## src/rtl/ipnm_pkg.sv

```systemverilog
// Constants shared by the interrupt priority, nesting and mask block
package ipnm_pkg;
    // ----------------------------------------------------------------
    // Sizes
    // ----------------------------------------------------------------
    localparam int unsigned NUM_SRC = 15;
    localparam int unsigned SRC_IDX_W = 4;
    localparam int unsigned NUM_LVL = 7;

    typedef logic [2:0] ipnm_level_t;

    // ----------------------------------------------------------------
    // Register byte offsets
    // ----------------------------------------------------------------
    localparam logic [7:0] OFS_MODE = 8'h00;
    localparam logic [7:0] OFS_PEND = 8'h04;
    localparam logic [7:0] OFS_MASK = 8'h08;
    localparam logic [7:0] OFS_INSV = 8'h0c;
    localparam logic [7:0] OFS_STAT = 8'h10;

    // ----------------------------------------------------------------
    // Field positions and reset values
    // ----------------------------------------------------------------
    localparam int unsigned MODE_SEL_BIT = 0;
    localparam int unsigned MODE_ET7_BIT = 1;
    localparam int unsigned MODE_ET6_BIT = 2;
    localparam int unsigned MODE_ET1_BIT = 3;
    localparam int unsigned MODE_W = 4;
    localparam int unsigned STAT_LVL_LSB = 0;
    localparam int unsigned STAT_SRC_LSB = 4;
    localparam int unsigned STAT_SRCV_BIT = 8;
    localparam logic [3:0] MODE_RST = 4'h0;
    localparam logic [14:0] SRC_RST = 15'h0000;

    // Sources that merge several peripheral events
    localparam logic [14:0] MULTI_EVENT_DEF = 15'h30b4;

    // ----------------------------------------------------------------
    // Priority levels
    // ----------------------------------------------------------------
    localparam ipnm_level_t LVL_NONE = 3'h0;
    localparam ipnm_level_t LVL_ONE = 3'h1;
    localparam ipnm_level_t LVL_INT = 3'h4;
    localparam ipnm_level_t LVL_SIX = 3'h6;
    localparam ipnm_level_t LVL_SEVEN = 3'h7;

    // ----------------------------------------------------------------
    // Internal source index, index 0 ranks highest
    // ----------------------------------------------------------------
    localparam int unsigned SRC_GENERAL_PIN_ELEVEN = 0;
    localparam int unsigned SRC_GENERAL_PIN_TEN = 1;
    localparam int unsigned SRC_SERIAL_CHANNEL_ONE = 2;
    localparam int unsigned SRC_SERIAL_DMA_BUS_ERROR = 3;
    localparam int unsigned SRC_GENERAL_DMA = 4;
    localparam int unsigned SRC_SERIAL_CHANNEL_TWO = 5;
    localparam int unsigned SRC_TIMER_ONE = 6;
    localparam int unsigned SRC_SERIAL_CHANNEL_THREE = 7;
    localparam int unsigned SRC_GENERAL_PIN_NINE = 8;
    localparam int unsigned SRC_TIMER_TWO = 9;
    localparam int unsigned SRC_SERIAL_CONTROL_PORT = 10;
    localparam int unsigned SRC_TIMER_THREE = 11;
    localparam int unsigned SRC_MANAGEMENT_CHANNEL_ONE = 12;
    localparam int unsigned SRC_MANAGEMENT_CHANNEL_TWO = 13;
    localparam int unsigned SRC_GENERAL_PIN_EIGHT = 14;
endpackage

```

## src/rtl/ipnm_first_set.sv

```systemverilog
// Fixed-priority picker: lowest set index wins
`timescale 1ns/1ps
`default_nettype none
module ipnm_first_set #(
    parameter int unsigned N = 15,
    parameter int unsigned W = 4
) (
    // Requests, index 0 highest
    input wire logic [N-1:0] req,
    // Winner
    output logic [W-1:0] idx,
    output logic valid
);
    // ----------------------------------------------------------------
    // Elaboration check
    // ----------------------------------------------------------------
    initial begin
        if (N < 1 || (1 << W) < N) begin
            $error("ipnm_first_set: index width too small");
        end
    end

    // Scan downward so the lowest set index is kept last
    always_comb begin
        idx = '0;
        valid = 1'b0;
        for (int i = N - 1; i >= 0; i--) begin
            if (req[i]) begin
                idx = W'(i);
                valid = 1'b1;
            end
        end
    end
endmodule
`default_nettype wire

```

## src/rtl/ipnm_core.sv

```systemverilog
// Interrupt priority, nesting and masking logic with APB registers
//
// Function
// - Seven levels, seven highest; internal sources at level four, never external.
// - Normal mode accepts external requests on all six non-four levels.
// - Dedicated mode: external requests only at levels seven, six, one.
// - Fifteen internal sources ranked in fixed order inside level four.
// - General DMA source carries only the general-purpose channel.
// - Only the highest eligible pending request goes to the core.
// - Acknowledged internal request clears its pending bit.
// - After each acknowledge the next winner is presented.
// - Internal acknowledge sets that source's in-service bit.
// - In-service bit blocks its source and all lower ranked ones.
// - Blocked sources still record events as pending.
// - Per-source mask bit keeps a source from requesting.
// - Masked source still sets its pending bit for polling.
// - Peripheral-masked event neither requests nor sets pending.
// - Masking an event while pending clears the pending bit.
// - Clearing all unmasked events clears the pending bit.
// - Each dedicated line selectable edge or level triggered.
// - Winner level goes to core on separate internal level lines.
// - Mode bit zero selects encoded lines, one dedicated lines.
//
// Register access over APB and the register offsets were chosen for this implementation.
`timescale 1ns/1ps
`default_nettype none
module ipnm_core
    import ipnm_pkg::*;
#(
    parameter int unsigned NSRC = ipnm_pkg::NUM_SRC,
    parameter logic [14:0] MULTI_EVENT = ipnm_pkg::MULTI_EVENT_DEF
) (
    // Clock and reset
    input wire logic ref_clk,
    input wire logic rst,
    // APB slave
    input wire logic psel,
    input wire logic penable,
    input wire logic pwrite,
    input wire logic [7:0] paddr,
    input wire logic [31:0] pwdata,
    output logic [31:0] prdata,
    output logic pready,
    output logic pslverr,
    // External request pins, active low
    input wire logic [2:0] encoded_priority_lines_n,
    // Internal sources: event pulse and live unmasked-event level
    input wire logic [14:0] src_event,
    input wire logic [14:0] src_event_live,
    // Core side
    output logic [2:0] core_level,
    input wire logic core_ack,
    input wire logic [2:0] core_ack_level,
    output logic [3:0] ack_source,
    output logic ack_source_valid
);
    import ipnm_pkg::*;

    // ----------------------------------------------------------------
    // Elaboration check
    // ----------------------------------------------------------------
    initial begin
        if (NSRC != NUM_SRC) begin
            $error("ipnm_core: source count must be 15");
        end
    end

    // ----------------------------------------------------------------
    // State
    // ----------------------------------------------------------------
    logic [MODE_W-1:0] mode_r, mode_nxt;
    logic [14:0] pending_bits_r, pending_bits_nxt;
    logic [14:0] source_mask_bits_r, source_mask_bits_nxt;
    logic [14:0] in_service_bits_r, in_service_bits_nxt;
    logic [2:0] edge_flag_r, edge_flag_nxt;
    logic [2:0] pins_prev_r, pins_prev_nxt;
    ipnm_level_t core_level_r, core_level_nxt;
    logic [3:0] ack_source_r, ack_source_nxt;
    logic ack_source_valid_r, ack_source_valid_nxt;
    logic [31:0] prdata_r, prdata_nxt;

    logic wr_en, setup, hit;
    logic request_pin_mode_select;
    logic dedicated_request_level_seven;
    logic dedicated_request_level_six;
    logic dedicated_request_level_one;
    logic [7:0] external_request;
    logic [14:0] blocked, set_eff, internal_request;
    logic [3:0] int_idx;
    logic int_any;
    logic [6:0] by_rank;
    logic [2:0] rank_idx;
    logic rank_any;
    logic ack_int;

    // ----------------------------------------------------------------
    // APB decode; always ready, so every access is one access cycle
    // ----------------------------------------------------------------
    assign setup = psel & ~penable;
    assign wr_en = psel & penable & pwrite;
    assign hit = (paddr == OFS_MODE) | (paddr == OFS_PEND) | (paddr == OFS_MASK)
        | (paddr == OFS_INSV) | (paddr == OFS_STAT);
    assign pready = psel & penable;
    assign pslverr = psel & penable & ~hit;
    assign prdata = prdata_r;

    // ----------------------------------------------------------------
    // External requests
    // ----------------------------------------------------------------
    // mode bit picks pin meaning
    assign request_pin_mode_select = mode_r[MODE_SEL_BIT];
    assign dedicated_request_level_seven = ~encoded_priority_lines_n[2];
    assign dedicated_request_level_six = ~encoded_priority_lines_n[1];
    assign dedicated_request_level_one = ~encoded_priority_lines_n[0];

    // Edge latch per dedicated line; cleared when the core takes that level
    always_comb begin
        pins_prev_nxt = encoded_priority_lines_n;
        edge_flag_nxt = edge_flag_r;
        if (core_ack && core_ack_level == LVL_SEVEN) begin
            edge_flag_nxt[2] = 1'b0;
        end
        if (core_ack && core_ack_level == LVL_SIX) begin
            edge_flag_nxt[1] = 1'b0;
        end
        if (core_ack && core_ack_level == LVL_ONE) begin
            edge_flag_nxt[0] = 1'b0;
        end
        // A new falling edge wins over the clear
        edge_flag_nxt = edge_flag_nxt | (pins_prev_r & ~encoded_priority_lines_n);
        if (!request_pin_mode_select) begin
            edge_flag_nxt = 3'h0;
        end
        // a line in level mode keeps no stale edge for a later switch to edge mode
        edge_flag_nxt = edge_flag_nxt & {mode_r[MODE_ET7_BIT], mode_r[MODE_ET6_BIT],
            mode_r[MODE_ET1_BIT]};
    end

    always_ff @(posedge ref_clk or posedge rst) begin
        if (rst) begin
            pins_prev_r <= 3'h7;
            edge_flag_r <= 3'h0;
        end else begin
            pins_prev_r <= pins_prev_nxt;
            edge_flag_r <= edge_flag_nxt;
        end
    end

    // Level-per-bit external request map, bit n is level n
    always_comb begin
        external_request = 8'h00;
        if (!request_pin_mode_select) begin
            external_request[~encoded_priority_lines_n] = 1'b1;
        end else begin
            // only seven, six and one exist
            external_request[7] = mode_r[MODE_ET7_BIT] ? edge_flag_r[2]
                : dedicated_request_level_seven;
            external_request[6] = mode_r[MODE_ET6_BIT] ? edge_flag_r[1]
                : dedicated_request_level_six;
            external_request[1] = mode_r[MODE_ET1_BIT] ? edge_flag_r[0]
                : dedicated_request_level_one;
        end
        // level four never external; zero means no request
        external_request[4] = 1'b0;
        external_request[0] = 1'b0;
    end

    // ----------------------------------------------------------------
    // Internal sources
    // ----------------------------------------------------------------
    // a set in-service bit blocks itself and everything ranked below
    generate
        for (genvar g = 0; g < 15; g++) begin : g_blk
            if (g == 0) begin : g_first
                assign blocked[g] = in_service_bits_r[g];
            end else begin : g_rest
                assign blocked[g] = blocked[g-1] | in_service_bits_r[g];
            end
        end
    endgenerate

    assign internal_request = pending_bits_r & source_mask_bits_r & ~blocked;
    // bit four is the general DMA channel only; serial DMA errors use bit three
    // peripheral-masked events of merged sources never set pending
    assign set_eff = src_event & (src_event_live | ~MULTI_EVENT);

    ipnm_first_set #(.N(15), .W(4)) u_int_pick (
        .req(internal_request),
        .idx(int_idx),
        .valid(int_any)
    );

    // level-ranked vector: rank k is level 7-k, level four internal
    assign by_rank = {external_request[1], external_request[2], external_request[3],
        int_any, external_request[5], external_request[6], external_request[7]};

    ipnm_first_set #(.N(7), .W(3)) u_lvl_pick (
        .req(by_rank),
        .idx(rank_idx),
        .valid(rank_any)
    );

    assign ack_int = core_ack && core_ack_level == LVL_INT && int_any;

    // ----------------------------------------------------------------
    // Registers: mode, mask, pending and in-service
    // ----------------------------------------------------------------
    always_comb begin
        mode_nxt = mode_r;
        source_mask_bits_nxt = source_mask_bits_r;
        pending_bits_nxt = pending_bits_r;
        in_service_bits_nxt = in_service_bits_r;
        if (wr_en && paddr == OFS_MODE) begin
            mode_nxt = pwdata[MODE_W-1:0];
        end
        if (wr_en && paddr == OFS_MASK) begin
            source_mask_bits_nxt = pwdata[14:0];
        end
        // Write one to clear, for polled service
        if (wr_en && paddr == OFS_PEND) begin
            pending_bits_nxt = pending_bits_nxt & ~pwdata[14:0];
        end
        // software ends service by clearing in-service
        if (wr_en && paddr == OFS_INSV) begin
            in_service_bits_nxt = in_service_bits_nxt & ~pwdata[14:0];
        end
        // merged source drops pending once no unmasked event stands
        pending_bits_nxt = pending_bits_nxt & (src_event_live | ~MULTI_EVENT);
        if (ack_int) begin
            pending_bits_nxt[int_idx] = 1'b0;
            in_service_bits_nxt[int_idx] = 1'b1;
        end
        // new events recorded unless peripheral-masked at a merged source, and win over any clear
        pending_bits_nxt = pending_bits_nxt | set_eff;
    end

    always_ff @(posedge ref_clk or posedge rst) begin
        if (rst) begin
            mode_r <= MODE_RST;
            source_mask_bits_r <= SRC_RST;
            pending_bits_r <= SRC_RST;
            in_service_bits_r <= SRC_RST;
        end else begin
            mode_r <= mode_nxt;
            source_mask_bits_r <= source_mask_bits_nxt;
            pending_bits_r <= pending_bits_nxt;
            in_service_bits_r <= in_service_bits_nxt;
        end
    end

    // ----------------------------------------------------------------
    // Core outputs and read data
    // ----------------------------------------------------------------
    always_comb begin
        // re-evaluated every cycle, so the next winner follows an ack
        core_level_nxt = rank_any ? ipnm_level_t'(3'h7 - rank_idx) : LVL_NONE;
        ack_source_nxt = ack_source_r;
        ack_source_valid_nxt = ack_source_valid_r;
        if (core_ack) begin
            ack_source_nxt = ack_int ? int_idx : 4'h0;
            ack_source_valid_nxt = ack_int;
        end
        prdata_nxt = prdata_r;
        // Captured in setup so read data comes from a flop
        if (setup) begin
            case (paddr)
                OFS_MODE: prdata_nxt = {28'h0, mode_r};
                OFS_PEND: prdata_nxt = {17'h0, pending_bits_r};
                OFS_MASK: prdata_nxt = {17'h0, source_mask_bits_r};
                OFS_INSV: prdata_nxt = {17'h0, in_service_bits_r};
                OFS_STAT: prdata_nxt = {23'h0, int_any, int_idx, 1'b0,
                    core_level_r};
                default: prdata_nxt = 32'h0;
            endcase
        end
    end

    always_ff @(posedge ref_clk or posedge rst) begin
        if (rst) begin
            core_level_r <= LVL_NONE;
            ack_source_r <= 4'h0;
            ack_source_valid_r <= 1'b0;
            prdata_r <= 32'h0;
        end else begin
            core_level_r <= core_level_nxt;
            ack_source_r <= ack_source_nxt;
            ack_source_valid_r <= ack_source_valid_nxt;
            prdata_r <= prdata_nxt;
        end
    end

    assign core_level = core_level_r;
    assign ack_source = ack_source_r;
    assign ack_source_valid = ack_source_valid_r;
endmodule
`default_nettype wire

```

## config.mk

```make
export PLATFORM = sky130hd
export DESIGN_NAME = ipnm_core
export DESIGN_NICKNAME = d
export VERILOG_FILES = /design/src/rtl/ipnm_pkg.sv /design/src/rtl/ipnm_first_set.sv /design/src/rtl/ipnm_core.sv
export SDC_FILE = /design/constraint.sdc
export NUM_CORES = 1
export LEC_CHECK = 0
export ABC_AREA = 1
export BUFFER_PORTS_ARGS = -buffer_cell sky130_fd_sc_hd__buf_4
export CAP_MARGIN = 40
export CORE_MARGIN = 1
export CORE_UTILIZATION = 50
export CTS_CLUSTER_DIAMETER = 120
export DETAILED_ROUTE_END_ITERATION = 16
export HOLD_SLACK_MARGIN = 0.08
export PLACE_DENSITY = 0.83
export RECOVER_POWER = 50
export SLEW_MARGIN = 15
export SYNTH_ARGS = -nofsm -noshare
export SYNTH_HDL_FRONTEND = slang
export SYNTH_SLANG_ARGS = --single-unit
```

## constraint.sdc

```tcl
create_clock -name ref_clk -period 4.09 [get_ports ref_clk]
set_input_delay 0.6135 -clock ref_clk [delete_from_list [all_inputs] [get_ports ref_clk]]
set_output_delay 0.6135 -clock ref_clk [all_outputs]
set_load 0.05 [all_outputs]
```

Word level (Yosys, flattened, before mapping):

Index checks and enable logic that the tools add are counted.

* flip-flop bits (word level): 95
* output and inout bits: 42

* add/subtract/negate cells: 1
* magnitude comparators: 4
* eq/ne operators: 8
* multiplexer cells: 65
* bitwise logic cells: 43
* reductions and logical operators: 12

Operators with widths (number)
* $and 15x15->15: 7
* $pmux 15 s5: 1
* $mux 4: 17
* $mux 15: 4
* $not 15->15: 3
* $mux 1: 31
* $or 15x15->15: 2
* $mux 3: 9
* $or 1x1->1: 18
* $eq 8x4->1 const B: 2
* $logic_and 1x1->1: 11
* $eq 3x3->1 const B: 3
* $eq 8x3->1 const B: 1
* $eq 8x5->1 const B: 1
* $logic_not 8->1: 1
* $and 3x3->3: 2
* $lt 4x5->1 const B: 1
* $not 1->1: 5
* $and 1x1->1: 4
* $demux 1 s4: 1
* $ge 4x1->1 const B: 1
* $lt 3x4->1 const B: 1
* $demux 1 s3: 1
* $eq 3x1->1 const B: 1
* other kinds (5): 5

Longest topological paths before layout:

* depth in word-level cells: 39
* gate-level depth with buffers: 24
* gate-level depth less buffers: 24

Modules after synthesis:

A second synthesis with hierarchy kept.

* cell total of the unflattened synthesis: 565
* area total of the unflattened synthesis: 4448.0 µm²

Modules (own cells, without submodules)
* ipnm_core: instances 1, cells an instance 502, area each 4164.0 µm², sequential area each 1955.6 µm²
* ipnm_first_set (u_int_pick): instances 1, cells an instance 45, area each 192.7 µm², sequential area each 0.0 µm²
* ipnm_first_set (u_lvl_pick): instances 1, cells an instance 18, area each 91.3 µm², sequential area each 0.0 µm²

Worst setup path before layout:

Ideal clock, no wire load.

* path kind: in2out
* start: input paddr[7]
* end: output pslverr
* arrival time: 2.388 ns
* slack: 1.089 ns
* cell stages on the path: 9
* buffers on the path: 1
* cells stage by stage: nor2_1 -> inv_1 -> nor3_1 -> inv_1 -> nor4_1 -> inv_1 -> clkbuf_1 -> nand3_1 -> nor3_1

* cells in the longest elaborated chain, start to end: 7
* elaborated cells on any way between the ends: 11
* classes of those cells: 4 x eq/ne; 6 x bitwise; 1 x reduce/logical

Ends and longest elaborated chain
* start, declared: line ipnm_core.sv:40 `input wire logic [7:0] paddr,`
* $eq 8x3->1 or $logic_not 8->1 (tied branches): line ipnm_core.sv:101 `assign hit = (paddr == OFS_MODE) | (paddr == OFS_PEND) | (paddr == OFS_MASK)`
* $or 1x1->1 (2 in series): line ipnm_core.sv:101
* $or 1x1->1: line ipnm_core.sv:102 `| (paddr == OFS_INSV) | (paddr == OFS_STAT);`
* $or 1x1->1 *: line ipnm_core.sv:102
* $not 1->1 *: line ipnm_core.sv:104 `assign pslverr = psel & penable & ~hit;`
* $and 1x1->1 *: line ipnm_core.sv:104
* end, declared: line ipnm_core.sv:44 `output logic pslverr,`

Every way passes the cells marked *; elsewhere a longest branch is shown, timed or not.

Worst setup path in the final report:

Same ends and word-level chain as after synthesis.

==> metrics.cfg <==
[flow_run]
maxCapViolations=1

[final_layout]
insertedDiodeCount=0
stdcell_area_mm2=0.00506
areaGrowthSynthToFinish_pct=20.2
ff_latch_area_mm2=0.00196
multi_input_area_mm2=0.00184
proportion_of_layout_cells_with_a_drive_suffix_above_1=0.181
finish.cell_count_without_fillers=736
layout.nets=708
nFillCells=736

[sta]
setup_viol_count_final=0
slew-limit-headroom=-0.113
number_of_hold_slack_violations_in_the_final_timing_report=0
skew_ns=0.0103
rsz0062_at_grt=false
min_period_over_period=0.695
whs_ns=0.395
finalCriticalPeriod_ns=2.84
tightest_slew_ns=1.67
finalSetupTns_ns=0
final_max_slew_viol_count=32
final.setup.worst_slack_ns=1.25
highest_attainable_clock_frequency_ghz=0.352

[logic_synthesis]
postSynth.topFlopCell=sky130_fd_sc_hd__dfrtp_1
synth_area_per_cell_um2=7.81
yosys_register_bits=78
synth.cells.most_frequent=sky130_fd_sc_hd__nand2_1, sky130_fd_sc_hd__inv_1, sky130_fd_sc_hd__dfrtp_1, sky130_fd_sc_hd__o21ai_0, sky130_fd_sc_hd__nor2_1
yosysWarningCount=0
synth.yosys.seq_area_share=0.464
synth_enable_flop_cells=0
synth_top_cell_by_area=sky130_fd_sc_hd__dfrtp_1
synth_cell_types=40
synthCells=539
netlist_top_cells_area=sky130_fd_sc_hd__dfrtp_1, sky130_fd_sc_hd__nand2_1, sky130_fd_sc_hd__o21ai_0
synthDominantCellAreaShare=0.446
yosysMostFrequentCell=sky130_fd_sc_hd__nand2_1
synth-async-reset-ratio=1.00
syn_area_mm2=0.00421

[place]
preCtsSetupSlack_ns=1.17
post-dp-hpwl_um=8900
placed_area_mm2=0.00492
io_buffer_count=80
placed_cells=720
gpl.final_weighted_congestion=0.936

[cts]
worst_setup_hold_path_clk_slew_ns=0.08
cts-root-buf=sky130_fd_sc_hd__clkbuf_8
clockBufferDepth=2
cts_made_buffers=9
cts_hold_repair_buffers=0
clock_sinks=78
cts_resized=0
tritoncts_clock_tree=yes
cts.htree.levels=3
post-cts-setup-buffers=0
clkLatencyLatePin_ns=0.35

[floorplan]
initial_core_util=0.515
fp.dieH_um=93.8
number_of_placement_rows=33
core_area_mm2=0.00818
floorplan.die.width_um=93.8
design.portCount=124
die_area_mm2=0.00879

[hold_path]
timing.hold.worst.class=in2reg

[worst_setup_path]
critPathCaptureType=output pin
worst-endpoint-required_ns=3.48
timing.critical_path.from_type=input port
cp_data_arrival_time_ns=2.23
crit_type=in2out
crit_path_max_fanout=7

[global_routing]
antenna_found_initial=0
grt_usage=0.284
grt_max_degree=49
grt_pass1_vias=4140
globalRouteOverflowTotal=0
grt_first_pass_wirelength_um=19200

[pwr]
peakVddDrop_mv=0.236
p_per_area_mw_per_mm2=327
leakagePower_uw=0.00259

[drt]
post-route-drc-count=0
ant_nets=0
drt_first_pass_iters=5
drt_first_iter_violations=296
drt-vias-per-instance=5.53
wl_per_cell_um=15.8
totalWireLength_um=11700
detailroute.via_count=4072

[run_status]
status=finished with violations
failing_checks=max-capacitance violations, max-slew violations

state kept, by name, indices dropped and copies added (netlist names):
signal	flops
ack_source	4
ack_source_valid	1
core_level	3
edge_flag_r	3
in_service_bits_r	15
mode_r	4
pending_bits_r	15
pins_prev_r	3
prdata	15
source_mask_bits_r	15
cell usage in the layout (no fill, tap or decap), drive strengths merged:
| master | instances |
|---|---|
| a21boi | 3 |
| nor3b | 1 |
| nor2 | 46 |
| o41ai | 1 |
| nand2 | 124 |
| clkinv | 3 |
| a31o | 2 |
| a221oi | 10 |
| nor3 | 8 |
| conb | 17 |
| nand4 | 16 |
| a22o | 2 |
| buf | 75 |
| dfstp | 3 |
| dfrtp | 75 |
| o211ai | 1 |
| o211a | 2 |
| a21oi | 20 |
| a22oi | 2 |
| a41oi | 1 |
| nand3 | 29 |
| clkbuf | 24 |
| and3 | 1 |
| o21ai | 65 |
| bufinv | 1 |
| o22ai | 5 |
| a211oi | 1 |
| inv | 83 |
| o21bai | 6 |
| o2111ai | 1 |
| nor4 | 3 |
logic make-up (layout without fill, tap and decap cells):
kind of cell    count (synthesis)  after routing  share of synthesized area
buf+inv                       110            186                      0.113
other cells                     1             17                   0.000891
flops                          78             78                      0.464
simple gates                  228            228                      0.246
compound gates                122            122                      0.175
per-stage QoR:
step	utilization	total power [uW]
global route	0.619	1720
CTS	0.626	1660
finish	0.619	1650
detailed placement	0.602	1090
global placement	0.597	1080
floorplan	-	1000
layer usage:
layer	GRT usage	routed length (um)
met4	0.124	356
met3	0.0518	744
met1	0.341	4750
met5	0	0
met2	0.495	5810
worst max-delay path: stages:
cell and delay [ns]:
sky130_fd_sc_hd__buf_4 0.11, sky130_fd_sc_hd__nor2_1 0.10, sky130_fd_sc_hd__inv_1 0.06, sky130_fd_sc_hd__nor3_1 0.13, sky130_fd_sc_hd__inv_1 0.10, sky130_fd_sc_hd__nor4_2 0.58, sky130_fd_sc_hd__inv_1 0.15, sky130_fd_sc_hd__nand3_1 0.12
sky130_fd_sc_hd__nor3_1 0.06, sky130_fd_sc_hd__buf_4 0.20
report_power, final:
part | switching (uW) | internal (uW) | total, uW
registers | 15.9 | 791 | 807
logic | 182 | 81.0 | 263
clock network | 271 | 313 | 584
worst paths after layout:
check	startpoint	endpoint	slack, ns	cells past startpoint
setup / recovery	paddr[7]	pslverr	1.25	10
hold / removal	encoded_priority_lines_n[2]	pins_prev_r[2]	0.39	1
setup reg to reg	in_service_bits_r[0]	pending_bits_r[1]	1.26	24
hold reg to reg	prdata[14]	prdata[14]	0.49	2
max in group asynchronous	rst	in_service_bits_r[2]	1.33	4
min in group asynchronous	rst	prdata[12]	0.85	3
cell type report:
cell class,count,share of cell area
clock buffers,12,0.0307
flip-flops and latches,78,0.386
well taps,105,0.0260
clock inverters,4,0.00890
inverters,83,0.0616
repair buffers,87,0.122
multi-input cells,367,0.364
No activity file was read; power rests on OpenSTA's default activity.
